**src/core/llcss_pkg.sv**
```systemverilog
/*
 package for the supervisor state machine: states, ratio options, timing.
 assumes a 200 MHz system clock.
*/
`default_nettype none
package llcss_pkg;
	localparam int unsigned CLK_HZ = 200_000_000;
	localparam int unsigned CLK_MHZ = 200;
	// times in their own units
	localparam int unsigned FAULT_PAUSE_S = 1;
	localparam int unsigned OCP_SHORT_MS = 2;
	localparam int unsigned OCP_LONG_MS = 50;
	localparam int unsigned WAKE_US = 10;
	localparam int unsigned BOOT_US = 100;
	// cycle counts
	localparam int unsigned FAULT_CYC = FAULT_PAUSE_S * CLK_HZ;
	localparam int unsigned OCP_SHORT_CYC = OCP_SHORT_MS * (CLK_HZ / 1000);
	localparam int unsigned OCP_LONG_CYC = OCP_LONG_MS * (CLK_HZ / 1000);
	localparam int unsigned WAKE_CYC = WAKE_US * CLK_MHZ;
	localparam int unsigned BOOT_CYC = BOOT_US * CLK_MHZ;
	localparam int unsigned CNT_W = 28;
	// ratio options, pin code 1..7
	localparam logic [2:0] OPT_NONE = 3'h0;
	localparam logic [2:0] OPT_SS_OFF = 3'h5;
	localparam logic [2:0] OPT_NO_BURST = 3'h7;
	// ratio in hundredths
	localparam logic [6:0] RATIO_1 = 7'h5f;
	localparam logic [6:0] RATIO_2 = 7'h64;
	localparam logic [6:0] RATIO_3 = 7'h5a;
	localparam logic [6:0] RATIO_4 = 7'h50;
	localparam logic [6:0] RATIO_56 = 7'h3c;
	localparam logic [6:0] RATIO_7 = 7'h28;

	typedef enum logic [2:0] {
		st_startup,
		st_hv_charging,
		st_fet_off,
		st_analog_wake,
		st_program,
		st_charge_boot,
		st_run,
		st_fault
	} llcss_state_type;

	typedef struct packed {
		logic waveform_gen_enable;
		logic regulator_enable;
		logic softstart_enable;
		logic startup_fet_enable;
	} llcss_enables_type;

	typedef struct packed {
		logic [2:0] option;
		logic [6:0] ratio;
		logic       burst_disable;
		logic       ss_init_disable;
	} llcss_ratio_type;
endpackage
`default_nettype wire

```
**src/core/llcss_qual.sv**
```systemverilog
/*
 fault qualifier: output rises once input has been high for CYCLES clocks.
 assumes input synchronous to sys_clk_i.
*/
`timescale 1ns/100ps
`default_nettype none
module llcss_qual #(
	parameter int unsigned CYCLES = 400000
) (
	// clock and reset
	input  wire logic sys_clk_i,
	input  wire logic rstn_i,
	// raw and qualified fault
	input  wire logic raw_i,
	output var  logic qual_o
);
	logic [27:0] cnt_q;
	logic        done_w;
	localparam logic [27:0] LAST = 28'(CYCLES - 1);

	assign done_w = (cnt_q == LAST);

	always_ff @(posedge sys_clk_i or negedge rstn_i) begin
		if (!rstn_i) begin
			cnt_q  <= 28'h0;
			qual_o <= 1'b0;
		end else if (!raw_i) begin
			cnt_q  <= 28'h0;
			qual_o <= 1'b0;
		end else begin
			if (!done_w)
				cnt_q <= cnt_q + 28'h1;
			qual_o <= done_w;
		end
	end

	qual_hold_a: assert property (@(posedge sys_clk_i) disable iff (!rstn_i)
		qual_o |-> $past(raw_i)) else $error("qualified fault without input");
endmodule
`default_nettype wire

```
**src/core/llcss_top.sv**
```systemverilog
/*
 supervisory state machine of a resonant converter controller with
 burst ratio selection. assumes all flags synchronous to sys_clk_i.
*/
`timescale 1ns/100ps
`default_nettype none
module llcss_top #(
	parameter bit          HAS_HV_STARTUP = 1'b1,
	parameter int unsigned FAULT_CYC      = llcss_pkg::FAULT_CYC,
	parameter int unsigned OCP_SHORT_CYC  = llcss_pkg::OCP_SHORT_CYC,
	parameter int unsigned OCP_LONG_CYC   = llcss_pkg::OCP_LONG_CYC,
	parameter int unsigned WAKE_CYC       = llcss_pkg::WAKE_CYC,
	parameter int unsigned BOOT_CYC       = llcss_pkg::BOOT_CYC
) (
	// clock and reset
	input  wire logic                        sys_clk_i,
	input  wire logic                        rstn_i,
	// status flags
	input  wire logic                        trim_done_i,
	input  wire logic                        supply_above_start_flag_i,
	input  wire logic                        supply_below_restart_flag_i,
	input  wire logic                        bulk_start_flag_i,
	input  wire logic                        bulk_stop_flag_i,
	input  wire logic                        regulator_undervoltage_flag_i,
	input  wire logic                        line_zero_cross_flag_i,
	// faults
	input  wire logic                        over_temp_fault_i,
	input  wire logic                        output_overvoltage_flag_i,
	input  wire logic                        peak_current_fault_i,
	input  wire logic                        avg_current_fault_short_i,
	input  wire logic                        avg_current_fault_long_i,
	// ratio select pin measurement
	input  wire logic                        ratio_meas_valid_i,
	input  wire logic [2:0]                  ratio_meas_code_i,
	output var  logic                        ratio_select_source_o,
	// enables and pin controls
	output var  llcss_pkg::llcss_enables_type enables_o,
	output var  logic                        low_side_gate_o,
	output var  logic                        softstart_buffer_o,
	output var  llcss_pkg::llcss_ratio_type   ratio_o,
	output var  llcss_pkg::llcss_state_type   state_o
);
	localparam logic [27:0] FAULT_LAST = 28'(FAULT_CYC - 1);
	localparam logic [27:0] WAKE_LAST  = 28'(WAKE_CYC - 1);
	localparam logic [27:0] BOOT_LAST  = 28'(BOOT_CYC - 1);

	llcss_pkg::llcss_state_type   state_q, state_d;
	llcss_pkg::llcss_enables_type en_d;
	llcss_pkg::llcss_ratio_type   ratio_q, ratio_d;
	logic [27:0] cnt_q;
	logic        ocp_short_w, ocp_long_w;
	logic        run_fault_w, bulk_ok_w, restart_w, timer_done_w;
	logic        ratio_take_w;
	logic [6:0]  ratio_val_w;

	llcss_qual #(.CYCLES(OCP_SHORT_CYC)) u_qual_short (
		.sys_clk_i (sys_clk_i),
		.rstn_i    (rstn_i),
		.raw_i     (avg_current_fault_short_i),
		.qual_o    (ocp_short_w)
	);
	llcss_qual #(.CYCLES(OCP_LONG_CYC)) u_qual_long (
		.sys_clk_i (sys_clk_i),
		.rstn_i    (rstn_i),
		.raw_i     (avg_current_fault_long_i),
		.qual_o    (ocp_long_w)
	);

	assign run_fault_w = over_temp_fault_i | bulk_stop_flag_i |
		output_overvoltage_flag_i | peak_current_fault_i |
		ocp_short_w | ocp_long_w | regulator_undervoltage_flag_i;
	assign bulk_ok_w = bulk_start_flag_i & ~bulk_stop_flag_i &
		~regulator_undervoltage_flag_i;
	assign restart_w = supply_below_restart_flag_i & HAS_HV_STARTUP;
	assign timer_done_w = (state_q == llcss_pkg::st_analog_wake) ?
		(cnt_q == WAKE_LAST) : (state_q == llcss_pkg::st_charge_boot) ?
		(cnt_q == BOOT_LAST) : (cnt_q == FAULT_LAST);

	always_comb begin
		state_d = state_q;
		case (state_q)
			// trim load then charge or skip
			llcss_pkg::st_startup: begin
				if (trim_done_i && HAS_HV_STARTUP)
					state_d = llcss_pkg::st_hv_charging;
				else if (trim_done_i && supply_above_start_flag_i)
					state_d = llcss_pkg::st_fet_off;
			end
			llcss_pkg::st_hv_charging: begin
				if (supply_above_start_flag_i && !supply_below_restart_flag_i)
					state_d = llcss_pkg::st_fet_off;
			end
			llcss_pkg::st_fet_off: begin
				if (restart_w)
					state_d = llcss_pkg::st_hv_charging;
				else if (over_temp_fault_i)
					state_d = llcss_pkg::st_fault;
				else if (bulk_ok_w)
					state_d = llcss_pkg::st_analog_wake;
			end
			llcss_pkg::st_analog_wake: begin
				if (restart_w)
					state_d = llcss_pkg::st_hv_charging;
				else if (over_temp_fault_i)
					state_d = llcss_pkg::st_fault;
				else if (timer_done_w && bulk_ok_w)
					state_d = llcss_pkg::st_program;
			end
			llcss_pkg::st_program: begin
				if (restart_w)
					state_d = llcss_pkg::st_hv_charging;
				else if (over_temp_fault_i)
					state_d = llcss_pkg::st_fault;
				else if (ratio_q.option != llcss_pkg::OPT_NONE)
					state_d = llcss_pkg::st_charge_boot;
			end
			llcss_pkg::st_charge_boot: begin
				if (restart_w)
					state_d = llcss_pkg::st_hv_charging;
				else if (over_temp_fault_i)
					state_d = llcss_pkg::st_fault;
				else if (timer_done_w)
					state_d = llcss_pkg::st_run;
			end
			llcss_pkg::st_run: begin
				if (restart_w)
					state_d = llcss_pkg::st_hv_charging;
				else if (run_fault_w)
					state_d = llcss_pkg::st_fault;
			end
			llcss_pkg::st_fault: begin
				if (timer_done_w)
					state_d = llcss_pkg::st_startup;
			end
			default: state_d = llcss_pkg::st_startup;
		endcase
	end

	always_comb begin
		en_d = '0;
		case (state_d)
			llcss_pkg::st_hv_charging: en_d.startup_fet_enable = 1'b1;
			llcss_pkg::st_fet_off,
			llcss_pkg::st_analog_wake,
			llcss_pkg::st_program,
			llcss_pkg::st_charge_boot: en_d.regulator_enable = 1'b1;
			llcss_pkg::st_run: begin
				en_d.waveform_gen_enable = 1'b1;
				en_d.regulator_enable    = 1'b1;
				en_d.softstart_enable    = 1'b1;
			end
			default: en_d = '0;
		endcase
	end

	assign ratio_val_w = (ratio_meas_code_i == 3'h1) ? llcss_pkg::RATIO_1 :
		(ratio_meas_code_i == 3'h2) ? llcss_pkg::RATIO_2 :
		(ratio_meas_code_i == 3'h3) ? llcss_pkg::RATIO_3 :
		(ratio_meas_code_i == 3'h4) ? llcss_pkg::RATIO_4 :
		(ratio_meas_code_i == 3'h7) ? llcss_pkg::RATIO_7 :
		llcss_pkg::RATIO_56;
	assign ratio_take_w = (state_q == llcss_pkg::st_program) &&
		ratio_meas_valid_i && (ratio_meas_code_i != llcss_pkg::OPT_NONE) &&
		(ratio_q.option == llcss_pkg::OPT_NONE);

	always_comb begin
		ratio_d = ratio_q;
		if (state_q == llcss_pkg::st_fault)
			ratio_d = '0;
		else if (ratio_take_w) begin
			ratio_d.option = ratio_meas_code_i;
			ratio_d.ratio = ratio_val_w;
			ratio_d.burst_disable = (ratio_meas_code_i == llcss_pkg::OPT_NO_BURST);
			ratio_d.ss_init_disable = (ratio_meas_code_i == llcss_pkg::OPT_SS_OFF);
		end
	end

	always_ff @(posedge sys_clk_i or negedge rstn_i) begin
		if (!rstn_i) begin
			state_q <= llcss_pkg::st_startup;
			state_o <= llcss_pkg::st_startup;
			enables_o <= '0;
			ratio_q <= '0;
			ratio_o <= '0;
			low_side_gate_o <= 1'b0;
			softstart_buffer_o <= 1'b0;
			ratio_select_source_o <= 1'b0;
		end else begin
			state_q <= state_d;
			state_o <= state_d;
			enables_o <= en_d;
			ratio_q <= ratio_d;
			ratio_o <= ratio_d;
			// low gate and ss buffer in boot
			low_side_gate_o <= (state_d == llcss_pkg::st_charge_boot);
			softstart_buffer_o <= (state_d == llcss_pkg::st_charge_boot) &&
				!ratio_d.ss_init_disable;
			ratio_select_source_o <= (state_d == llcss_pkg::st_program) &&
				(ratio_d.option == llcss_pkg::OPT_NONE);
		end
	end

	always_ff @(posedge sys_clk_i or negedge rstn_i) begin
		if (!rstn_i)
			cnt_q <= 28'h0;
		else if (state_d != state_q)
			cnt_q <= 28'h0;
		else if (!timer_done_w)
			cnt_q <= cnt_q + 28'h1;
	end

	wire unused_w = line_zero_cross_flag_i;

	fault_enables_a: assert property (@(posedge sys_clk_i) disable iff (!rstn_i)
		state_o == llcss_pkg::st_fault |-> enables_o == '0)
		else $error("enables active in fault");
	charge_fet_a: assert property (@(posedge sys_clk_i) disable iff (!rstn_i)
		state_o == llcss_pkg::st_hv_charging |->
		enables_o == 4'h1)
		else $error("charging enables wrong");
	run_enables_a: assert property (@(posedge sys_clk_i) disable iff (!rstn_i)
		state_o == llcss_pkg::st_run |-> enables_o == 4'he)
		else $error("run enables wrong");
	reg_only_a: assert property (@(posedge sys_clk_i) disable iff (!rstn_i)
		state_o inside {llcss_pkg::st_fet_off, llcss_pkg::st_analog_wake,
		llcss_pkg::st_program} |-> enables_o == 4'h4)
		else $error("regulator only enables wrong");
	ratio_fixed_a: assert property (@(posedge sys_clk_i) disable iff (!rstn_i)
		$past(ratio_q.option) != llcss_pkg::OPT_NONE &&
		$past(state_q) != llcss_pkg::st_fault |->
		$stable(ratio_q))
		else $error("ratio changed after selection");
	no_burst_a: assert property (@(posedge sys_clk_i) disable iff (!rstn_i)
		ratio_q.option == llcss_pkg::OPT_NO_BURST |->
		ratio_q.burst_disable && ratio_q.ratio == 7'h28)
		else $error("option seven not applied");
	ss_skip_a: assert property (@(posedge sys_clk_i) disable iff (!rstn_i)
		ratio_q.option == llcss_pkg::OPT_SS_OFF |->
		!softstart_buffer_o && ratio_q.ratio == 7'h3c)
		else $error("option five not applied");
	run_fault_a: assert property (@(posedge sys_clk_i) disable iff (!rstn_i)
		state_q == llcss_pkg::st_run && run_fault_w && !restart_w |=>
		state_q == llcss_pkg::st_fault)
		else $error("run fault ignored");
	wake_gate_a: assert property (@(posedge sys_clk_i) disable iff (!rstn_i)
		state_q == llcss_pkg::st_fet_off && !bulk_ok_w |=>
		state_q != llcss_pkg::st_analog_wake)
		else $error("wake entered without bulk ok");
	restart_a: assert property (@(posedge sys_clk_i) disable iff (!rstn_i)
		state_q == llcss_pkg::st_run && restart_w |=>
		state_q == llcss_pkg::st_hv_charging)
		else $error("restart not taken");
	boot_gate_a: assert property (@(posedge sys_clk_i) disable iff (!rstn_i)
		low_side_gate_o == (state_o == llcss_pkg::st_charge_boot))
		else $error("low gate outside boot");
	startup_off_a: assert property (@(posedge sys_clk_i) disable iff (!rstn_i)
		state_o == llcss_pkg::st_startup |-> enables_o == '0)
		else $error("enables active in startup");

	run_c: cover property (@(posedge sys_clk_i) state_q == llcss_pkg::st_run);
	fault_c: cover property (@(posedge sys_clk_i)
		state_q == llcss_pkg::st_fault ##1 state_q == llcss_pkg::st_startup);
	opt7_c: cover property (@(posedge sys_clk_i)
		ratio_q.option == llcss_pkg::OPT_NO_BURST);
	restart_c: cover property (@(posedge sys_clk_i)
		state_q == llcss_pkg::st_run ##1 state_q == llcss_pkg::st_hv_charging);
	opt5_c: cover property (@(posedge sys_clk_i)
		ratio_q.option == llcss_pkg::OPT_SS_OFF);
endmodule
`default_nettype wire

```
**config.mk**
```make
export PLATFORM = sky130hd
export DESIGN_NAME = llcss_top
export DESIGN_NICKNAME = d
export VERILOG_FILES = /design/src/core/llcss_pkg.sv /design/src/core/llcss_qual.sv /design/src/core/llcss_top.sv
export SDC_FILE = /design/constraint.sdc
export NUM_CORES = 1
export LEC_CHECK = 0
export BUFFER_PORTS_ARGS = -buffer_cell sky130_fd_sc_hd__buf_2
export CORE_MARGIN = 2
export CORE_UTILIZATION = 50
export CTS_CLUSTER_DIAMETER = 150
export DETAILED_ROUTE_END_ITERATION = 8
export PLACE_DENSITY_LB_ADDON = 0.25
export SYNTH_ARGS = -nofsm -noshare
export SYNTH_HDL_FRONTEND = slang
export SYNTH_HIERARCHICAL = 1
export SYNTH_SLANG_ARGS = --single-unit
```
**constraint.sdc**
```tcl
create_clock -name sys_clk_i -period 5 [get_ports sys_clk_i]
set_input_delay 0.5 -clock sys_clk_i [delete_from_list [all_inputs] [get_ports sys_clk_i]]
set_output_delay 0.5 -clock sys_clk_i [all_outputs]
set_load 0.01 [all_outputs]
```
=== After elaboration in Yosys (flattened, before gate mapping) ===
Cells that the tools add are included.

* Output and inout port bits: 22
* Bits in writable memories: 0
* Word-level logic and storage cells: 113
* Latch bits: 0
* Bits in read-only memories: 0
* Memories: 0
* Bits of input ports: 18
* Register bits: 107

* Shifts and indexed selects: 0
* Order comparisons: 0
* Divide/modulo/power cells: 0
* Reductions and logical operators: 17
* Mux-type cells: 39
* Equal/unequal tests: 28
* Multiply operators: 0
* Bitwise gates (word level): 10
* $add $sub $neg: 3

{| class="wikitable"
|+ Operators with widths
! operator !! number
|-
| $mux 28 || 6
|-
| $add 28x1->28 const B || 3
|-
| $mux 3 || 18
|-
| $eq 3x3->1 const B || 10
|-
| $eq 28x11->1 const B || 1
|-
| $eq 28x15->1 const B || 1
|-
| $eq 28x19->1 const B || 1
|-
| $eq 28x24->1 const B || 1
|-
| $eq 28x28->1 const B || 1
|-
| $mux 7 || 4
|-
| $mux 12 || 2
|-
| $pmux 3 s8 || 1
|-
| $eq 3x2->1 const B || 6
|-
| $eq 3x1->1 const B || 3
|-
| $logic_not 3->1 || 3
|-
| $logic_and 1x1->1 || 8
|-
| $mux 1 || 7
|-
| $or 1x1->1 || 6
|-
| $reduce_bool 3->1 || 2
|-
| $mux 5 || 1
|-
| $reduce_or 5->1 || 1
|-
| $ne 2x2->1 const B || 2
|-
| $ne 3x3->1 || 1
|-
| $and 1x1->1 || 2
|-
| 4 further kinds || 6
|}

=== Longest topological paths before layout ===
* Depth after elaboration: 12
* Gate-level depth with buffers: 10
* Mapped depth without buffers: 8

=== Hierarchy ===
The synthesis kept the hierarchy.

{| class="wikitable"
|+ By module, submodules not included
! module !! cells each !! instances !! area each (um2) !! sequential area each (um2)
|-
| llcss_top || 325 || 1 || 2,896.5 || 1,226.2
|-
| llcss_qual (u_qual_short) || 172 || 1 || 1,592.8 || 725.7
|-
| llcss_qual (u_qual_long) || 164 || 1 || 1,572.8 || 725.7
|}

=== Worst setup path before layout ===
OpenSTA, ideal clock, no wires.

* Path kind: reg2reg
* From: register state_q[2]
* To: register cnt_q[13] (netlist name)
* Buffers on the path: 2
* Setup time: 119 ps
* Arrival: 2,535 ps
* Data required time: 4,881 ps
* Clock period less this slack: 2,653 ps
* Cell stages (with the launch flop): 10
* Setup slack: 2,347 ps
* Cell sequence: dfrtp_1 -> buf_6 -> xor2_2 -> a2111o_1 -> a2111o_1 -> nor2_4 -> o221ai_4 -> o211ai_4 -> buf_6 -> nor2_1

{| class="wikitable"
|+ RTL lines
! item !! RTL line !! source
|-
| start, declared || llcss_top.sv:47 || <nowiki>llcss_pkg::llcss_state_type state_q, state_d;</nowiki>
|-
| start signal, assigned || llcss_top.sv:180 || <nowiki>state_q <= llcss_pkg::st_startup;</nowiki>
|-
| start signal, assigned || llcss_top.sv:189 || <nowiki>state_q <= state_d;</nowiki>
|}

==> flow_metrics.env <==
export IMPL_dr_pass1_iters=6
export IMPL_dp_hpwl_um=9050
export IMPL_coreArea_um2=11900
export IMPL_cts_root_buf="clkbuf_16"
export IMPL_numCtsBuffers=9
export IMPL_start_util=0.509
export IMPL_fin_util=0.551
export IMPL_antenna_cells=0
export IMPL_routed_wl_um=13200
export IMPL_synth_area_mux_share=0.0116
export IMPL_max_freq_mhz=295
export IMPL_grt_pass1_vias=4778
export IMPL_synth_fp_nets=682
export IMPL_tightestPinTransition_ns=1.09
export IMPL_drive_gt1_frac=0.109
export IMPL_power_density_nw_per_um2=339
export IMPL_drc=0
export IMPL_detail_route_iter0_violations=363
export IMPL_num_rows=40
export IMPL_cp_arrival_ns=3.58
export IMPL_fill_cells=1065
export IMPL_final_seq_area_um2=2680
export IMPL_instances_no_fill=833
export IMPL_htree_levels=3
export IMPL_layout_common_cells="107 x dfrtp_1, 74 x nor2_1, 65 x nand2_1"
export IMPL_fin_setup_tns_ns=0
export IMPL_crit_fanout=28
export IMPL_synthArstFlopShare=1.00
export IMPL_synthFlopType="dfrtp_1"
export IMPL_rsz0062_at_grt="false"
export IMPL_postCtsHoldBufs=0
export IMPL_hold_violations=0
export IMPL_critical_path_max_stage_delay_ns=0.76
export IMPL_hold_class="in -> async"
export IMPL_crit_required_ns=5.19
export IMPL_syn_to_final_growth_pct=8.17
export IMPL_grt_max_degree=72
export IMPL_grt_first_pass_wirelength_um=22600
export IMPL_multi_input_area_um2=3180
export IMPL_postSynthAreaPerCell_um2=9.17
export IMPL_crit_type="reg -> reg"
export IMPL_ant_nets=0
export IMPL_setup_viol=0
export IMPL_path_common_cell="a2111o_1"
export IMPL_skew_ns=0.00877
export IMPL_clockBufferDepth=2
export IMPL_synth_compound_area_share=0.116
export IMPL_cp_end_kind="flop"
export IMPL_fp_dieArea_um2=13000
export IMPL_yosys_area_share_simple=0.314
export IMPL_die_w_um=114
export IMPL_yosys_warnings=6
export IMPL_antenna_found_initial=0
export IMPL_track_usage=0.214
export IMPL_synth_edf_count=0
export IMPL_clock_sinks=107
export IMPL_port_buffer_count=38
export IMPL_ios=40
export IMPL_ir_drop_mv=0.216
export IMPL_num_vias=5020
export IMPL_synth_seq_cells=107
export IMPL_grt_overflow=0
export IMPL_cts_setup_buffers=0
export IMPL_finalPower_mw=2.22
export IMPL_period_needed_ns=3.39
export IMPL_num_nets_final=704
export IMPL_vias_per_cell=6.03
export IMPL_final_common_cell="dfrtp_1"
export IMPL_synth_area_um2=6060
export IMPL_finalCritPeriodShare=0.678
export IMPL_clk_latency_ns=0.35
export IMPL_cts_tree="yes"
export IMPL_gp_congestion=0.851
export IMPL_synth_top_family_by_area="simple AND/OR/NAND/NOR gates"
export IMPL_synth_adder_area_share=0.00619
export IMPL_syn_inst=661
export IMPL_synth_xor_area_frac=0.0778
export IMPL_die_y_um=114
export IMPL_crit_path_start_kind="flop"
export IMPL_synth_cell_types=70
export IMPL_cp_num_buf_inv=0
export IMPL_p_leak_nw=2.72
export IMPL_slew_viol_final=0
export IMPL_critPathSlowestCell="dfrtp_1"
export IMPL_cp_cell_sequence="xor2_2 -> a2111o_1 -> a2111o_1 -> nor2_4 -> o221ai_4 -> o211ai_4 -> nor2_1"
export IMPL_cap_viol_max_count=0
export IMPL_dpl_cell_count=819
export IMPL_status="finished clean"
export IMPL_wl_per_cell_um=15.8
export IMPL_synth_seq_area_share=0.442
export IMPL_cts_clk_slew_worst_paths_ns=0.07
export IMPL_slew_headroom=0.273
export IMPL_path_delay_family="compound AO/OA/AOI/OAI gates"
export IMPL_ctsResizeCount=0
==> per-stage QoR <==
step                      instance area, um^2  setup WS [ns]  hold slack (ns)
after floorplan                          6060           2.35            0.204
after CTS                                6560           1.58            0.313
after global placement                   6310           1.70            0.471
final                                    6560           1.61            0.278
after detailed placement                 6310           1.61            0.483
after global routing                     6560           1.25            0.361
==> final timing paths <==
| path | start | to | slack, ns | depth (start not counted) |
|---|---|---|---|---|
| max in group asynchronous | rstn_i | cnt_q[23]$_DFFE_PN0P_ | 3.72 | 2 |
| worst min register to register | ratio_q[7]$_DFFE_PN0P_ | ratio_q[7]$_DFFE_PN0P_ | 0.50 | 2 |
| worst max register to register | state_q[2]$_DFF_PN0_ | cnt_q[24]$_DFFE_PN0P_ | 1.61 | 7 |
| min in group sys_clk_i | avg_current_fault_long_i | u_qual_long/cnt_q[1]$_DFFE_PN0P_ | 0.45 | 3 |
| worst min-delay path | rstn_i | cnt_q[6]$_DFFE_PN0P_ | 0.28 | 1 |
| worst max-delay path | state_q[2]$_DFF_PN0_ | cnt_q[24]$_DFFE_PN0P_ | 1.61 | 7 |
==> kinds of logic (layout without fill, tap and decap cells) <==
kind of cell / Yosys count / count (layout)
and+or+nand+nor: 345 / 345
DFF: 107 / 107
AOI/OAI and AO/OA: 102 / 102
xor gates and xnor gates: 53 / 53
buffers and inverters: 44 / 69
muxes: 7 / 7
adders and majority gates: 3 / 3
==> state kept, by name, summed over array words and instances (netlist names) <==
register / cells
cnt_q: 28
u_qual_long/cnt_q: 28
u_qual_short/cnt_q: 28
ratio_q: 12
enables_o: 3
state_q: 3
low_side_gate_o: 1
ratio_select_source_o: 1
softstart_buffer_o: 1
u_qual_long/qual_o: 1
u_qual_short/qual_o: 1
==> cells in the mapped netlist, types with 11 or more instances <==
master,n,area share
nor3_1,20,0.017
nand4_1,27,0.028
o31ai_1,12,0.015
clkbuf_1,22,0.014
o21ai_0,25,0.021
inv_1,16,0.0099
dfrtp_1,107,0.44
or3_1,12,0.012
nand3_1,48,0.040
nand2_1,65,0.040
and3_1,11,0.011
nor2_1,74,0.046
a21oi_1,29,0.024
nor4_1,16,0.017
xnor2_1,28,0.040
xor2_1,24,0.035
==> final cells by class <==
type,instances,share of cell area
Clock inverter,2,0.00229
Clock buffer,12,0.0361
Tap cell,147,0.0280
Timing Repair Buffer,39,0.0305
Sequential cell,107,0.408
Multi-Input combinational cell,510,0.486
Inverter,16,0.00916
==> where the power goes <==
group,switching (mW),internal [mW]
sequential,0.0935,0.942
combinational,0.351,0.203
clock,0.300,0.333
total,0.745,1.48
==> routing by layer <==
metal	track usage	routed length, um
met5	0	0
met1	0.292	6220
met2	0.347	6280
met3	0.0524	537
met4	0.0496	148
No activity file was read; power rests on OpenSTA's default activity.
